==> src/hw/tws_pkg.sv <==
package tws_pkg;
   // Register indices; byte address is four times the index
   localparam logic [7:0] IDX_CTRL   = 8'h0d;
   localparam logic [7:0] IDX_STATUS = 8'h0e;
   localparam logic [7:0] IDX_DATA   = 8'h0f;
   localparam logic [7:0] IDX_BUFFER = 8'h10;
   localparam logic [7:0] IDX_PORT   = 8'h11;

   // Status bit positions
   localparam int unsigned ST_START = 7;
   localparam int unsigned ST_OVF   = 6;
   localparam int unsigned ST_STOP  = 5;
   localparam int unsigned ST_COLL  = 4;

   // Control strobe positions
   localparam int unsigned CT_SWCLK  = 1;
   localparam int unsigned CT_TOGGLE = 0;

   // Reset values
   localparam logic [7:0] RST_CTRL   = 8'h00;
   localparam logic [7:0] RST_DATA   = 8'h00;
   localparam logic [7:0] RST_BUFFER = 8'h00;
   localparam logic [5:0] RST_PORT   = 6'h00;
   localparam logic [3:0] RST_COUNT  = 4'h0;

   // Wire modes and clock sources
   localparam logic [1:0] WM_NONE  = 2'h0;
   localparam logic [1:0] WM_THREE = 2'h1;
   localparam logic [1:0] CS_SOFT  = 2'h0;
   localparam logic [1:0] CS_TIMER = 2'h1;
   localparam logic [1:0] CS_RISE  = 2'h2;
   localparam logic [1:0] CS_FALL  = 2'h3;

   localparam logic [3:0] CNT_MAX     = 4'hf;
   localparam logic [1:0] RESP_OKAY   = 2'h0;
   localparam logic [1:0] RESP_DECERR = 2'h3;

   typedef struct packed {
      logic       start_irq_enable;
      logic       overflow_irq_enable;
      logic [1:0] wire_mode_select;
      logic [1:0] clock_source_select;
   } tws_ctrl_type;

   typedef struct packed {
      logic glob_irq_enable;
      logic dir_do;
      logic dir_scl;
      logic dir_sda;
      logic out_scl;
      logic out_sda;
   } tws_port_type;
endpackage : tws_pkg

==> src/hw/tws_shift_unit.sv <==
`timescale 1ns/1ps
module tws_shift_unit
   import tws_pkg::*;
#(
   parameter int unsigned ADDR_W = 8
)(
   // Clock and reset
   input  wire logic              CLK,
   input  wire logic              NRST,
   // AXI4-Lite write
   input  wire logic [ADDR_W-1:0] S_AXI_AWADDR,
   input  wire logic              S_AXI_AWVALID,
   output logic                   S_AXI_AWREADY,
   input  wire logic [31:0]       S_AXI_WDATA,
   input  wire logic [3:0]        S_AXI_WSTRB,
   input  wire logic              S_AXI_WVALID,
   output logic                   S_AXI_WREADY,
   output logic [1:0]             S_AXI_BRESP,
   output logic                   S_AXI_BVALID,
   input  wire logic              S_AXI_BREADY,
   // AXI4-Lite read
   input  wire logic [ADDR_W-1:0] S_AXI_ARADDR,
   input  wire logic              S_AXI_ARVALID,
   output logic                   S_AXI_ARREADY,
   output logic [31:0]            S_AXI_RDATA,
   output logic [1:0]             S_AXI_RRESP,
   output logic                   S_AXI_RVALID,
   input  wire logic              S_AXI_RREADY,
   // Timer compare match, same clock
   input  wire logic              TIMER_MATCH,
   // Data pin (serial input / SDA)
   input  wire logic              SDA_I,
   output logic                   SDA_O,
   output logic                   SDA_OE,
   // Clock pin (shift clock / SCL)
   input  wire logic              SCL_I,
   output logic                   SCL_O,
   output logic                   SCL_OE,
   // Three-wire data output
   output logic                   DO_O,
   output logic                   DO_OE,
   // Interrupt requests
   output logic                   START_IRQ,
   output logic                   OVF_IRQ
);

   function automatic logic reg_sel(input logic [ADDR_W-1:0] addr, input logic [7:0] idx);
      reg_sel = (addr[ADDR_W-1:2] == idx[ADDR_W-3:0]) && (addr[1:0] == 2'h0);
   endfunction : reg_sel

   logic              rst_s1_q;
   logic              rst_n;
   logic [2:0]        pin_s_q   [2];
   logic              pin_lvl_q [2];
   logic              pin_prv_q [2];
   logic [1:0]        pin_in;
   logic              awready_q;
   logic              wready_q;
   logic              bvalid_q;
   logic [1:0]        bresp_q;
   logic              arready_q;
   logic              rvalid_q;
   logic [1:0]        rresp_q;
   logic [7:0]        rdata_q;
   logic [ADDR_W-1:0] awaddr_q;
   logic [7:0]        wdata_q;
   logic              wstrb0_q;
   tws_ctrl_type      ctrl_q;
   tws_port_type      port_q;
   tws_port_type      port_d;
   logic [7:0]        data_q;
   logic [7:0]        data_d;
   logic [7:0]        buf_q;
   logic [3:0]        cnt_q;
   logic [3:0]        cnt_d;
   logic              start_q;
   logic              start_d;
   logic              start_hold_q;
   logic              start_hold_d;
   logic              ovf_q;
   logic              stop_q;
   logic              latch_q;
   logic              sda_o_q;
   logic              sda_oe_q;
   logic              scl_o_q;
   logic              scl_oe_q;
   logic              do_o_q;
   logic              do_oe_q;
   logic              start_irq_q;
   logic              ovf_irq_q;

   // Reset release
   always_ff @(posedge CLK or negedge NRST)
   begin
      if (!NRST)
      begin
         rst_s1_q <= 1'b0;
         rst_n    <= 1'b0;
      end
      else
      begin
         rst_s1_q <= 1'b1;
         rst_n    <= rst_s1_q;
      end
   end

   // Pin synchronisers; index 0 data pin, 1 clock pin. Idle bus level is high.
   assign pin_in = {SCL_I, SDA_I};
   for (genvar g = 0; g < 2; g++)
   begin : g_sync
      always_ff @(posedge CLK or negedge rst_n)
      begin
         if (!rst_n)
         begin
            pin_s_q[g]   <= 3'h7;
            pin_lvl_q[g] <= 1'b1;
            pin_prv_q[g] <= 1'b1;
         end
         else
         begin
            pin_s_q[g]   <= {pin_s_q[g][1:0], pin_in[g]};
            pin_lvl_q[g] <= (pin_s_q[g][1] == pin_s_q[g][2]) ? pin_s_q[g][2] : pin_lvl_q[g];
            pin_prv_q[g] <= pin_lvl_q[g];
         end
      end
   end

   // Line events
   wire sda_lvl  = pin_lvl_q[0];
   wire scl_lvl  = pin_lvl_q[1];
   wire sda_rise = sda_lvl & ~pin_prv_q[0];
   wire sda_fall = ~sda_lvl & pin_prv_q[0];
   wire scl_rise = scl_lvl & ~pin_prv_q[1];
   wire scl_fall = ~scl_lvl & pin_prv_q[1];
   wire scl_edge = scl_rise | scl_fall;
   wire scl_high = scl_lvl & pin_prv_q[1];
   wire start_det = sda_fall & scl_high;
   wire stop_det  = sda_rise & scl_high;

   // Bus slave
   wire wr_fire   = ~awready_q & ~wready_q & ~bvalid_q;
   wire wr_en     = wr_fire & wstrb0_q;
   wire wr_ctrl   = wr_en & reg_sel(awaddr_q, IDX_CTRL);
   wire wr_status = wr_en & reg_sel(awaddr_q, IDX_STATUS);
   wire wr_data   = wr_en & reg_sel(awaddr_q, IDX_DATA);
   wire wr_port   = wr_en & reg_sel(awaddr_q, IDX_PORT);
   wire wr_hit    = reg_sel(awaddr_q, IDX_CTRL) | reg_sel(awaddr_q, IDX_STATUS) |
                    reg_sel(awaddr_q, IDX_DATA) | reg_sel(awaddr_q, IDX_BUFFER) |
                    reg_sel(awaddr_q, IDX_PORT);
   wire rd_fire   = S_AXI_ARVALID & arready_q;
   wire rs_ctrl   = reg_sel(S_AXI_ARADDR, IDX_CTRL);
   wire rs_status = reg_sel(S_AXI_ARADDR, IDX_STATUS);
   wire rs_data   = reg_sel(S_AXI_ARADDR, IDX_DATA);
   wire rs_buffer = reg_sel(S_AXI_ARADDR, IDX_BUFFER);
   wire rs_port   = reg_sel(S_AXI_ARADDR, IDX_PORT);
   wire rd_hit    = rs_ctrl | rs_status | rs_data | rs_buffer | rs_port;

   // Mode decode
   wire two_wire   = ctrl_q.wire_mode_select[1];
   wire three_wire = ctrl_q.wire_mode_select == WM_THREE;
   wire ext_clk    = ctrl_q.clock_source_select[1];
   wire sw_clk     = wr_ctrl & wdata_q[CT_SWCLK];
   wire sw_toggle  = wr_ctrl & wdata_q[CT_TOGGLE];
   wire start_clr  = wr_status & wdata_q[ST_START];
   wire ovf_clr    = wr_status & wdata_q[ST_OVF];
   wire stop_clr   = wr_status & wdata_q[ST_STOP];
   wire collision  = two_wire & (data_q[7] != sda_lvl);

   // Shift and count clocks; pins are used whatever the wire mode
   wire shift_ev = (ctrl_q.clock_source_select == CS_SOFT)  ? sw_clk :
                   (ctrl_q.clock_source_select == CS_TIMER) ? TIMER_MATCH :
                   (ctrl_q.clock_source_select == CS_RISE)  ? scl_rise :
                   scl_fall;
   // Software toggle counts only when the strobe pair is written together
   wire cnt_ev   = ext_clk ? (sw_clk ? sw_toggle : scl_edge) : shift_ev;
   wire ovf_ev   = cnt_ev & ~wr_status & (cnt_q == CNT_MAX);
   wire start_ev = two_wire ? start_det : scl_edge;
   wire stop_ev  = two_wire & stop_det;

   assign data_d = wr_data  ? wdata_q :
                   shift_ev ? {data_q[6:0], sda_lvl} : data_q;
   // Counter write wins over counting; software acks by loading 14
   assign cnt_d  = wr_status ? wdata_q[3:0] :
                   cnt_ev ? cnt_q + 4'h1 : cnt_q;
   assign start_d = start_ev | (start_q & ~start_clr);
   // The hold ends together with the flag
   assign start_hold_d = two_wire & start_d & (start_hold_q | (start_q & scl_fall));

   always_comb
   begin
      port_d = wr_port ? tws_port_type'(wdata_q[5:0]) : port_q;
      port_d.out_scl = port_d.out_scl ^ sw_toggle;
   end

   // Pin drive; open-drain lines only ever pull low
   wire scl_low_req = ~port_q.out_scl | start_hold_q | ovf_q;
   wire scl_oe_d    = port_q.dir_scl & (two_wire ? scl_low_req : 1'b1);
   wire scl_o_d     = two_wire ? 1'b0 : port_q.out_scl;
   wire sda_oe_d    = two_wire & port_q.dir_sda & (~latch_q | ~port_q.out_sda);
   // Latch open in the first clock half with an external clock, else always
   wire latch_open  = ~ext_clk | (scl_lvl == ctrl_q.clock_source_select[0]);

   wire [7:0] rd_mux = rs_ctrl   ? {ctrl_q, 2'h0} :
                       rs_status ? {start_q, ovf_q, stop_q, collision, cnt_q} :
                       rs_data   ? data_q :
                       rs_buffer ? buf_q :
                       rs_port   ? {2'h0, port_q} : 8'h00;

   always_ff @(posedge CLK or negedge rst_n)
   begin
      if (!rst_n)
      begin
         awready_q <= 1'b1;
         wready_q  <= 1'b1;
         bvalid_q  <= 1'b0;
         bresp_q   <= RESP_OKAY;
         awaddr_q  <= '0;
         wdata_q   <= 8'h00;
         wstrb0_q  <= 1'b0;
      end
      else
      begin
         if (S_AXI_AWVALID && awready_q)
         begin
            awaddr_q  <= S_AXI_AWADDR;
            awready_q <= 1'b0;
         end
         if (S_AXI_WVALID && wready_q)
         begin
            wdata_q  <= S_AXI_WDATA[7:0];
            wstrb0_q <= S_AXI_WSTRB[0];
            wready_q <= 1'b0;
         end
         if (wr_fire)
         begin
            awready_q <= 1'b1;
            wready_q  <= 1'b1;
            bvalid_q  <= 1'b1;
            bresp_q   <= wr_hit ? RESP_OKAY : RESP_DECERR;
         end
         else if (bvalid_q && S_AXI_BREADY)
         begin
            bvalid_q <= 1'b0;
         end
      end
   end

   always_ff @(posedge CLK or negedge rst_n)
   begin
      if (!rst_n)
      begin
         arready_q <= 1'b1;
         rvalid_q  <= 1'b0;
         rresp_q   <= RESP_OKAY;
         rdata_q   <= 8'h00;
      end
      else if (rd_fire)
      begin
         arready_q <= 1'b0;
         rvalid_q  <= 1'b1;
         rresp_q   <= rd_hit ? RESP_OKAY : RESP_DECERR;
         rdata_q   <= rd_mux;
      end
      else if (rvalid_q && S_AXI_RREADY)
      begin
         arready_q <= 1'b1;
         rvalid_q  <= 1'b0;
      end
   end

   // Shift unit core
   always_ff @(posedge CLK or negedge rst_n)
   begin
      if (!rst_n)
      begin
         ctrl_q       <= tws_ctrl_type'(RST_CTRL[7:2]);
         port_q       <= tws_port_type'(RST_PORT);
         data_q       <= RST_DATA;
         buf_q        <= RST_BUFFER;
         cnt_q        <= RST_COUNT;
         start_q      <= 1'b0;
         start_hold_q <= 1'b0;
         ovf_q        <= 1'b0;
         stop_q       <= 1'b0;
         latch_q      <= 1'b1;
      end
      else
      begin
         ctrl_q       <= wr_ctrl ? tws_ctrl_type'(wdata_q[7:2]) : ctrl_q;
         port_q       <= port_d;
         data_q       <= data_d;
         buf_q        <= ovf_ev ? data_d : buf_q;
         cnt_q        <= cnt_d;
         start_q      <= start_d;
         start_hold_q <= start_hold_d;
         ovf_q        <= ovf_ev | (ovf_q & ~ovf_clr);
         stop_q       <= stop_ev | (stop_q & ~stop_clr);
         latch_q      <= latch_open ? data_q[7] : latch_q;
      end
   end

   // Registered outputs
   always_ff @(posedge CLK or negedge rst_n)
   begin
      if (!rst_n)
      begin
         sda_o_q     <= 1'b0;
         sda_oe_q    <= 1'b0;
         scl_o_q     <= 1'b0;
         scl_oe_q    <= 1'b0;
         do_o_q      <= 1'b1;
         do_oe_q     <= 1'b0;
         start_irq_q <= 1'b0;
         ovf_irq_q   <= 1'b0;
      end
      else
      begin
         sda_o_q     <= 1'b0;
         sda_oe_q    <= sda_oe_d;
         scl_o_q     <= scl_o_d;
         scl_oe_q    <= scl_oe_d;
         do_o_q      <= latch_q;
         do_oe_q     <= three_wire & port_q.dir_do;
         // Stop flag deliberately has no request line
         start_irq_q <= start_q & ctrl_q.start_irq_enable & port_q.glob_irq_enable;
         ovf_irq_q   <= ovf_q & ctrl_q.overflow_irq_enable & port_q.glob_irq_enable;
      end
   end

   assign S_AXI_AWREADY = awready_q;
   assign S_AXI_WREADY  = wready_q;
   assign S_AXI_BVALID  = bvalid_q;
   assign S_AXI_BRESP   = bresp_q;
   assign S_AXI_ARREADY = arready_q;
   assign S_AXI_RVALID  = rvalid_q;
   assign S_AXI_RRESP   = rresp_q;
   assign S_AXI_RDATA   = {24'h000000, rdata_q};
   assign SDA_O         = sda_o_q;
   assign SDA_OE        = sda_oe_q;
   assign SCL_O         = scl_o_q;
   assign SCL_OE        = scl_oe_q;
   assign DO_O          = do_o_q;
   assign DO_OE         = do_oe_q;
   assign START_IRQ     = start_irq_q;
   assign OVF_IRQ       = ovf_irq_q;
endmodule : tws_shift_unit

==> config.mk <==
export PLATFORM = sky130hd
export DESIGN_NAME = tws_shift_unit
export DESIGN_NICKNAME = d
export VERILOG_FILES = /design/src/hw/tws_pkg.sv /design/src/hw/tws_shift_unit.sv
export SDC_FILE = /design/constraint.sdc
export NUM_CORES = 1
export LEC_CHECK = 0
export BUFFER_PORTS_ARGS = -buffer_cell sky130_fd_sc_hd__buf_2
export CORE_MARGIN = 3
export CORE_UTILIZATION = 40
export DETAILED_ROUTE_END_ITERATION = 16
export GPL_TIMING_DRIVEN = 1
export PLACE_DENSITY = 0.66
export REMOVE_ABC_BUFFERS = 1
export SYNTH_ARGS = -nofsm -noshare
export SYNTH_HDL_FRONTEND = slang
export SYNTH_SLANG_ARGS = --single-unit
export TNS_END_PERCENT = 10
==> constraint.sdc <==
create_clock -name CLK -period 2.4 [get_ports CLK]
set_input_delay 0.12 -clock CLK [delete_from_list [all_inputs] [get_ports CLK]]
set_output_delay 0.12 -clock CLK [all_outputs]
set_load 0.03 [all_outputs]
== Word level (Yosys, flattened, before mapping) ==
Index checks and enable logic that the tools add are counted.
Cells by class
  reductions and logical operators: 22
  mux-type cells: 30
  bitwise logic cells: 71
  eq/ne operators: 18
  add/subtract/negate cells: 1
Operators by type and width (number)
  8-bit 2-to-1 mux: 6
  1-bit AND: 38
  6-bit by 4-bit == test with 1-bit output (second input constant): 6
  6-bit by 5-bit == test with 1-bit output (second input constant): 4
  1-bit 2-to-1 mux: 18
  1-bit OR: 17
  1-bit NOT: 15
  1-bit logical AND: 14
  2-bit nonzero test: 5
  4-bit 2-to-1 mux: 2
  2-bit logical NOT: 3
  2-bit 2-to-1 mux: 3
  6-bit 2-to-1 mux: 1
  4-bit by 1-bit adder with 4-bit output (second input constant): 1
  2-bit by 1-bit == test with 1-bit output (second input constant): 2
  4-bit == test (second input constant): 1
  1-bit == test: 3
  2-bit == test (second input constant): 1
  1-bit != test: 1
  1-bit bitwise XOR: 1
Word-level totals
  bits of input ports: 62
  output and inout port bits: 49
  register bits after elaboration: 90

== Longest topological paths before layout ==
Gate-level depths: netlist of run 1.
  depth in word-level cells: 11
  depth in mapped cells: 9
  gate-level depth less buffers: 8

== Worst setup path after synthesis of run 1 ==
No wires, ideal clock.
  path type: register -> register
  start point: reg bvalid_q, in the netlist S_AXI_BVALID
  end point: reg buf_q[0]
  slack: -0.208 ns
  arrival time: 2.483 ns
  path buffers: 2
  library setup time: 0.125 ns
  required time: 2.275 ns
  stages on the path, launching flop included: 9
  clock period less this slack: 2.608 ns
  cell sequence: dfrtp_1 -> or3_1 -> buf_6 -> nor4_1 -> mux2i_1 -> a211oi_4 -> or3_1 -> buf_6 -> mux2_4
On the way
  cells in the longest elaborated chain, start to end: 9
  elaborated cells on any way between the ends: 16
  those cells by class: mux (5); bitwise (11)
Ends and longest elaborated chain
  from (decl): line tws_shift_unit.sv:59  | logic bvalid_q;
  from (signal assigned): line tws_shift_unit.sv:215  | bvalid_q <= 1'b0;
  from (signal assigned): line tws_shift_unit.sv:238  | bvalid_q <= 1'b1;
  from (signal assigned): line tws_shift_unit.sv:243  | bvalid_q <= 1'b0;
  1-bit NOT *: line tws_shift_unit.sv:141  | wire wr_fire = ~awready_q & ~wready_q & ~bvalid_q;
  1-bit AND *: line tws_shift_unit.sv:141
  1-bit AND *: line tws_shift_unit.sv:142  | wire wr_en = wr_fire & wstrb0_q;
  1-bit AND: line tws_shift_unit.sv:143  | wire wr_ctrl = wr_en & reg_sel(awaddr_q, IDX_CTRL);
  1-bit AND (on tied branches): line tws_shift_unit.sv:162, tws_shift_unit.sv:163
  1-bit 2-to-1 mux (on tied branches): line tws_shift_unit.sv:170, tws_shift_unit.sv:175
  1-bit 2-to-1 mux: line tws_shift_unit.sv:175  | wire cnt_ev = ext_clk ? (sw_clk ? sw_toggle : scl_edge) : shift_ev;
  1-bit AND (2 in a row): line tws_shift_unit.sv:176  | wire ovf_ev = cnt_ev & ~wr_status & (cnt_q == CNT_MAX);
  to (signal assigned): line tws_shift_unit.sv:292  | buf_q <= ovf_ev ? data_d : buf_q;
  to (decl): line tws_shift_unit.sv:73  | logic [7:0] buf_q;
Mark *: on every way between the ends. The rest lies on a longest branch, timed or not.
A chain may end at the register's enable or synchronous reset.

== Worst setup path after layout of run 1 ==
  start point: reg awaddr_q[7]
  end point: reg buf_q[0]
On the way
  cells in the longest elaborated chain, start to end: 8
  elaborated cells on any way between the ends: 19
  those cells by class: eq/ne (3); mux (5); bitwise (8); reduce/logical (3)
Ends and longest elaborated chain
  from (decl): line tws_shift_unit.sv:65  | logic [ADDR_W-1:0] awaddr_q;
  from (signal assigned): line tws_shift_unit.sv:217  | awaddr_q <= '0;
  from (signal assigned): line tws_shift_unit.sv:225  | awaddr_q <= S_AXI_AWADDR;
  6-bit by 4-bit == test with 1-bit output: line tws_shift_unit.sv:48  | reg_sel = (addr[ADDR_W-1:2] == idx[ADDR_W-3:0]) && (addr[1:0] == 2'h0);
  1-bit logical AND: line tws_shift_unit.sv:48
  1-bit AND: line tws_shift_unit.sv:143
  1-bit AND (on tied branches): line tws_shift_unit.sv:162, tws_shift_unit.sv:163
  1-bit 2-to-1 mux (on tied branches): line tws_shift_unit.sv:170, tws_shift_unit.sv:175
  1-bit 2-to-1 mux: line tws_shift_unit.sv:175
  1-bit AND (2 in a row): line tws_shift_unit.sv:176
Parallel ways exist; a longest one is shown, timed or not.

==> results of run 1 <==
-- cell usage after synthesis (4+ instances only) --
cell type / count
buf_4: 27
ha_1: 4
mux2i_1: 20
a221oi_1: 4
mux2_2: 35
nor4_1: 4
o21ai_0: 15
a21oi_1: 13
dfstp_2: 15
and3b_1: 4
nand2b_1: 4
clkbuf_1: 6
nand2_1: 36
inv_1: 8
nor2_1: 18
mux2_4: 8
dfrtp_1: 73
xor2_1: 4
-- power by group through the flow --
stage               sequential (mW)  clock, mW  combinational, mW
finish                         2.12       1.05               1.22
global route                   2.17       1.15               1.32
CTS                            2.12       1.09               1.19
detailed placement             2.14          0               1.11
global placement               2.13          0               1.08
floorplan                      2.22          0              0.592
-- critical path, delay by kind of cell, from the launching register on --
family | cells | cell delay (ns)
AO/OA/AOI/OAI | 1 | 0.06
buffers and inverters | 2 | 0.29
multiplexers | 1 | 0.30
flip-flops | 1 | 0.38
AND/OR/NAND/NOR | 4 | 1.27
-- worst max path at each step --
| stage | slack, ns | endpoint | depth (start not counted) |
|---|---|---|---|
| final | -0.01 | buf_q[0]$_DFFE_PN0P_ | 8 |
| after global routing | -0.07 | buf_q[3]$_DFFE_PN0P_ | 8 |
| after CTS | -0.006 | buf_q[0]$_DFFE_PN0P_ | 8 |
| after detailed placement | -0.11 | buf_q[0]$_DFFE_PN0P_ | 7 |
| after global placement | -0.12 | buf_q[6]$_DFFE_PN0P_ | 7 |
| after floorplan | -0.43 | buf_q[0]$_DFFE_PN0P_ | 4 |
-- state kept, by name, summed over array words and instances, names as in the netlist, 2 cells and up --
signal     count
awaddr_q       8
buf_q          8
data_q         8
rdata_q        8
wdata_q        8
ctrl_q         6
pin_s_q        6
port_q         6
cnt_q          4
pin_prv_q      2
-- repair_timing --
| action | 4_1_cts | 5_1_grt |
|---|---|---|
| setup buffers | 1 | 0 |
| gates cloned | 1 | 0 |
| endpoints found under the setup margin | 8 | 10 |
| resized for setup | 10 | 10 |
| hold endpoints to repair | 26 | 0 |
| pin swaps | 6 | 6 |
| hold buffers | 26 | 0 |
-- per-stage QoR --
step | util | total power, mW | setup slack (ns) | setup TNS [ns] | cells
3_5_place_dp | 0.4627 | 3.254 | -0.1058 | -0.8027 | 539
2_1_floorplan | - | 2.812 | -0.4340 | -18.55 | 330
5_1_grt | 0.5208 | 4.633 | -0.07142 | -0.4477 | 583
3_3_place_gp | 0.4627 | 3.210 | -0.1194 | -0.9536 | 539
4_1_cts | 0.5156 | 4.399 | -0.005686 | -0.006442 | 583
6_report | 0.5208 | 4.396 | -0.01126 | -0.01126 | 583
-- cell families after synthesis --
| kind of cell | Yosys count | share of synthesized area |
|---|---|---|
| AO/OA/AOI/OAI | 48 | 0.07765 |
| buffers and inverters | 46 | 0.07247 |
| XOR/XNOR | 4 | 0.008525 |
| other | 2 | 0.001828 |
| adder cells (fa/ha/maj) | 6 | 0.01705 |
| multiplexers | 63 | 0.1739 |
| flip-flops | 88 | 0.5405 |
| AND/OR/NAND/NOR | 87 | 0.1081 |
-- layer usage --
| layer | share of wire | global-route usage | vias to the layer above |
|---|---|---|---|
| met3 | 0.049 | 0.03539 | 10 |
| met4 | 0.0094 | 0.04058 | 0 |
| met1 | 0.46 | 0.1939 | 1361 |
| met2 | 0.48 | 0.2466 | 72 |
| li1 | - | - | 1359 |
| met5 | 0 | 0 | - |
-- layout make-up --
cell class / count / area (µm²) / area share
inverters: 8 / 30.03 / 0.005845
repair buffers: 104 / 749.5 / 0.1459
multi-input cells: 234 / 1763 / 0.3432
clock buffers: 10 / 137.6 / 0.02679
flip-flops and latches: 88 / 2225 / 0.4330
clock inverters: 6 / 66.31 / 0.01291
well taps: 133 / 166.4 / 0.03239
==> metrics.yaml, run 1 <==
status: "finished with violations"
violations: "negative setup slack"
final_area_um2: 5137
startpoint_type: "register"
seq_area_frac_synth: 0.5405
placed_area_um2: 4564
viasPerCell: 4.806
avgSynthCellArea_um2: 11.94
critPathKind: "register to register"
rsz0062_at_grt: "true"
fillCellCount: 878
dpl.hpwl_um: 5971
ys_types: 45
whs_ns: 0.07031
power.density_nw_per_um2: 855.6
synth_async_sr_flop_share: 1.000
n_antenna_cell: 0
yosys-top-cells-area: "dfrtp_1, dfstp_2, mux2_2, buf_4, mux2i_1"
r2r_cells: 8
path_clk_slew_ns: 0.09
netlist_instances: 344
cts_root_buf: "clkbuf_8"
clockBufferDepth: 2
cp_max_fo: 5
required_ns: 2.64
drive_gt1_frac: 0.3756
r2r-start: "awaddr_q[7]$_DFFE_PN0P_"
synth_ff_type: "dfrtp_1"
pwr-share-clk: 0.240
nNetsFinal: 511
num_vias: 2802
hold_viol_final: 0
die_x_um: 107.4
ant_nets: 0
yosys.area.top_type: "dfrtp_1"
cts_buffers: 9
hold_class: "input port to asynchronous set/reset pin"
drt_iter0_markers: 78
io_buffers: 58
finalSetupViolCount: 1
slowest_stage: "or3_4"
wire_per_inst_um: 14.40
die_y_um: 107.4
fin_ws_ns: -0.01126
p_switching_mw: 1.487
skew_ns: 0.01144
combinationalPowerShare: 0.278
power_frac_seq: 0.483
drc: 0
intPower_mw: 2.908
clk_latency_ns: 0.36
layout_common_cells: "dfrtp_1, buf_2, nand2_1, mux2_2"
slew_viol_final: 0
regToRegSetupSlack_ns: -0.01
crit_start: "awaddr_q[7]$_DFFE_PN0P_"
grt_pass1_wl_um: 13500
final_common_cell: "dfrtp_1"
start_util: 0.4165
critPathMaxStageDelay_ns: 0.41
worst_ep_arrival_time_ns: 2.65
grt_max_degree: 59
slew_headroom: 0.6278
ios: 111
netlist_area_um2: 4109
post-route-min-period_ns: 2.411
dieArea_um2: 11520
vdd_drop_max_v: 0.0004138
core_area_um2: 9864
max_freq_mhz: 414.7
htree_num_levels: 3
synth_edf_count: 0
rows: 36
clock_sinks: 88
post-route-period-util: 1.005
globalplace.congestion: 0.7723
end_kind: "register"
max_slew.worst_pin.slew_ns: 0.5532
groute.usage.overall: 0.1482
cts_tree: "yes"
rr_endpoint: "buf_q[0]$_DFFE_PN0P_"
leakagePower_nw: 2.419
antenna_found_initial: 0
synth_top_area_frac: 0.4446
overflow: 0
path_cells: "or3_4 > buf_6 > nor4_4 > and2_4 > a211oi_4 > or3_4 > buf_6 > mux2_4"
drv_cap: 0
p_sw_frac: 0.3384
grt_pass1_vias: 2769
dr.pass1.iters: 4
areaGrowthSynthToFinish_pct: 25.03
synth-seq-cells: 88
routed_wl_um: 8395
yosysWarnings: 0
(Power assumes the default switching activity.)
==> run 2: changes to the inputs <==
--- a/config.mk
+++ b/config.mk
@@ -5,6 +5,7 @@
 export SDC_FILE = /design/constraint.sdc
 export NUM_CORES = 1
 export LEC_CHECK = 0
+export ABC_AREA = 1
 export BUFFER_PORTS_ARGS = -buffer_cell sky130_fd_sc_hd__buf_2
 export CORE_MARGIN = 3
 export CORE_UTILIZATION = 40
==> run 2 against run 1 <==
- the run now ends clean
- non-clock buffer count shrank 29
- synthesized cell count grew 47%
- via count grew 24%
- final cell count grew 23%
- synthesized area grew 5.0%
==> metrics.yaml, run 2 <==
synth_async_sr_flop_share: 1.000  # unchanged
end_kind: "register"
clock_sinks: 88  # unchanged
yosys-top-cells-area: "dfrtp_1, nand2_1, dfstp_2, inv_1, buf_4"
dr.pass1.iters: 4  # unchanged
hold_viol_final: 0  # unchanged
wire_per_inst_um: 13.13  # -8.8%
whs_ns: 0.01133  # -0.05898 ns
viasPerCell: 4.825  # +0.38%
synth_ff_type: "dfrtp_1"
io_buffers: 58  # unchanged
cts_setup_buffers: 0  # -1
drive_gt1_frac: 0.1942  # -0.1814
critPathKind: "register to register"
slew_headroom: 0.5773  # -0.05053
ios: 111  # unchanged
rows: 37  # +2.8%
yosysMostFrequentCell: "nand2_1"
dpl.hpwl_um: 7126  # +19%
clk_latency_ns: 0.36  # about the same
die_y_um: 109.9  # +2.3%
hold_class: "input port to register"
post-route-period-util: 0.8601  # -0.1446
ys_types: 37  # -18%
drc: 0  # unchanged
yosysWarnings: 0  # unchanged
grt_pass1_vias: 3262  # +18%
netlist_instances: 504  # +47%
path_cells: "inv_1 > ha_1 > nor2_1 > o21a_1 > nand3_4 > nand2_1 > nand2_1 > nand2_1 > nand2_1"
netlist_area_um2: 4314  # +5.0%
fillCellCount: 1012  # +15%
seq_area_frac_synth: 0.5148  # -0.02571
grt_max_degree: 45  # -24%
skew_ns: 0.009628  # -0.001807 ns
vdd_drop_max_v: 0.0006826  # +65%
areaGrowthSynthToFinish_pct: 15.78
globalplace.congestion: 0.8699  # +13%
max_slew.worst_pin.slew_ns: 0.6317  # +0.07856 ns
start_util: 0.4142  # -0.002366
nNetsFinal: 643  # +26%
grt_pass1_wl_um: 15500  # +15%
n_antenna_cell: 0  # unchanged
antenna_found_initial: 0  # unchanged
synthTopCellsByCount: "nand2_1, dfrtp_1, inv_1, nor2_1, nand3_1"
slowest_stage: "dfstp_2"
routed_wl_um: 9427  # +12%
startpoint_type: "register"
cts_buffers: 9  # unchanged
path_clk_slew_ns: 0.09  # about the same
groute.usage.overall: 0.1665  # +0.01829
power_frac_seq: 0.488  # +0.005
ant_nets: 0  # unchanged
final_common_cell: "nand2_1"
combinationalPowerShare: 0.287  # +0.009
layout_common_cells: "nand2_1, dfrtp_1, buf_2"
max_freq_mhz: 484.5  # +17%
p_sw_frac: 0.3835  # +0.04510
cts_root_buf: "clkbuf_8"
drt_iter0_markers: 169  # +120%
worst_ep_arrival_time_ns: 2.31  # -0.34 ns
leakagePower_nw: 2.558  # +5.7%
htree_num_levels: 3  # unchanged
post-route-min-period_ns: 2.064  # -0.3471 ns
placed_area_um2: 4658  # +2.1%
core_area_um2: 10420  # +5.6%
crit_top_cell: "nand2_1"
yosys.area.top_type: "dfrtp_1"
synth-seq-cells: 88  # unchanged
cts_tree: "yes"
p_switching_mw: 1.718  # +15%
required_ns: 2.65  # about the same
setup_tns_ns: 0  # +0.01126 ns
overflow: 0  # unchanged
synth_edf_count: 0  # unchanged
power.density_nw_per_um2: 896.7  # +4.8%
num_vias: 3464  # +24%
pwr-share-clk: 0.225  # -0.015
clockBufferDepth: 2  # unchanged
rsz0062_at_grt: "false"
slew_viol_final: 0  # unchanged
finalSetupViolCount: 0  # -1
drv_cap: 0  # unchanged
cp_max_fo: 10  # +5
status: "finished, final reports clean"
avgSynthCellArea_um2: 8.560  # -28%
critPathMaxStageDelay_ns: 0.60  # +0.19 ns
final_area_um2: 4995  # -2.8%
dieArea_um2: 12070  # +4.7%
synth_top_area_frac: 0.4234  # -0.02115
intPower_mw: 2.761  # -5.1%
die_x_um: 109.9  # +2.3%
[run 2: stage by stage]
stage	setup slack (ns)	utilization	cells	power, mW
after floorplan	-0.2063	-	491	3.084
after global placement	0.3893	0.4472	688	3.452
after detailed placement	0.3604	0.4472	688	3.487
after CTS	0.3223	0.4795	718	4.521
after global routing	0.08798	0.4795	718	4.780
final	0.3359	0.4795	718	4.479
[run 2: per-layer routing]
layer,vias up,GRT usage,wire (µm)
li1,1708,-,-
met1,1626,0.2178,4290
met2,120,0.2734,4405
met3,10,0.03523,613
met4,0,0.05699,117
met5,-,0,0
[run 2: power by group through the flow]
stage          clock (mW)  combinational (mW)  sequential, mW
6_report             1.01                1.28            2.19
5_1_grt              1.10                1.44            2.23
4_1_cts              1.04                1.30            2.19
3_5_place_dp            0                1.27            2.21
3_3_place_gp            0                1.25            2.20
2_1_floorplan           0               0.775            2.31
[run 2: cells by family after synthesis]
family,after synthesis,share of synthesized area
muxes,5,0.01305
AOI/OAI and AO/OA,63,0.08005
xor gates and xnor gates,3,0.006092
buffers and inverters,94,0.1064
adders and majority gates,6,0.01624
other,2,0.001741
DFF,88,0.5148
and+or+nand+nor,243,0.2616
[run 2: worst paths after layout]
check	start	to	slack (ns)	cells past startpoint
max in group asynchronous	rst_n$_DFF_PN0_	latch_q$_DFFE_PN1P_	1.40	1
min	S_AXI_AWADDR[7]	awaddr_q[7]$_DFFE_PN0P_	0.01	3
max reg2reg	scl_lvl$_DFFE_PN1N_	cnt_q[3]$_DFFE_PN0P_	0.34	9
max	scl_lvl$_DFFE_PN1N_	cnt_q[3]$_DFFE_PN0P_	0.34	9
min in group asynchronous	NRST	rst_n$_DFF_PN0_	0.06	2
min reg2reg	rst_n$_DFF_PN0_	rdata_q[1]$_DFFE_PN0P_	0.34	0
[run 2: area by class of cell]
type | count | area (µm²) | share of cell area
sequential | 88 | 2225 | 0.4454
tap | 136 | 170.2 | 0.03407
clock inverter | 7 | 72.57 | 0.01453
multi-input combinational | 346 | 1724 | 0.3452
inverter | 57 | 214.0 | 0.04284
clock buffer | 9 | 123.9 | 0.02480
timing repair buffer | 75 | 465.4 | 0.09319
[run 2: repair_timing]
item                                   CTS  global route
hold buffers                            14             0
endpoints found under the hold margin   15             0
setup endpoints to repair                0             0
resized for setup                        0             0
[run 2: critical path: cells and delay by family (launching register included)]
kind                       cells  cell delay (ns)
DFF                            1             0.60
buffers and inverters          1             0.06
adders and majority gates      1             0.19
AOI/OAI and AO/OA              1             0.41
and+or+nand+nor                6             0.71
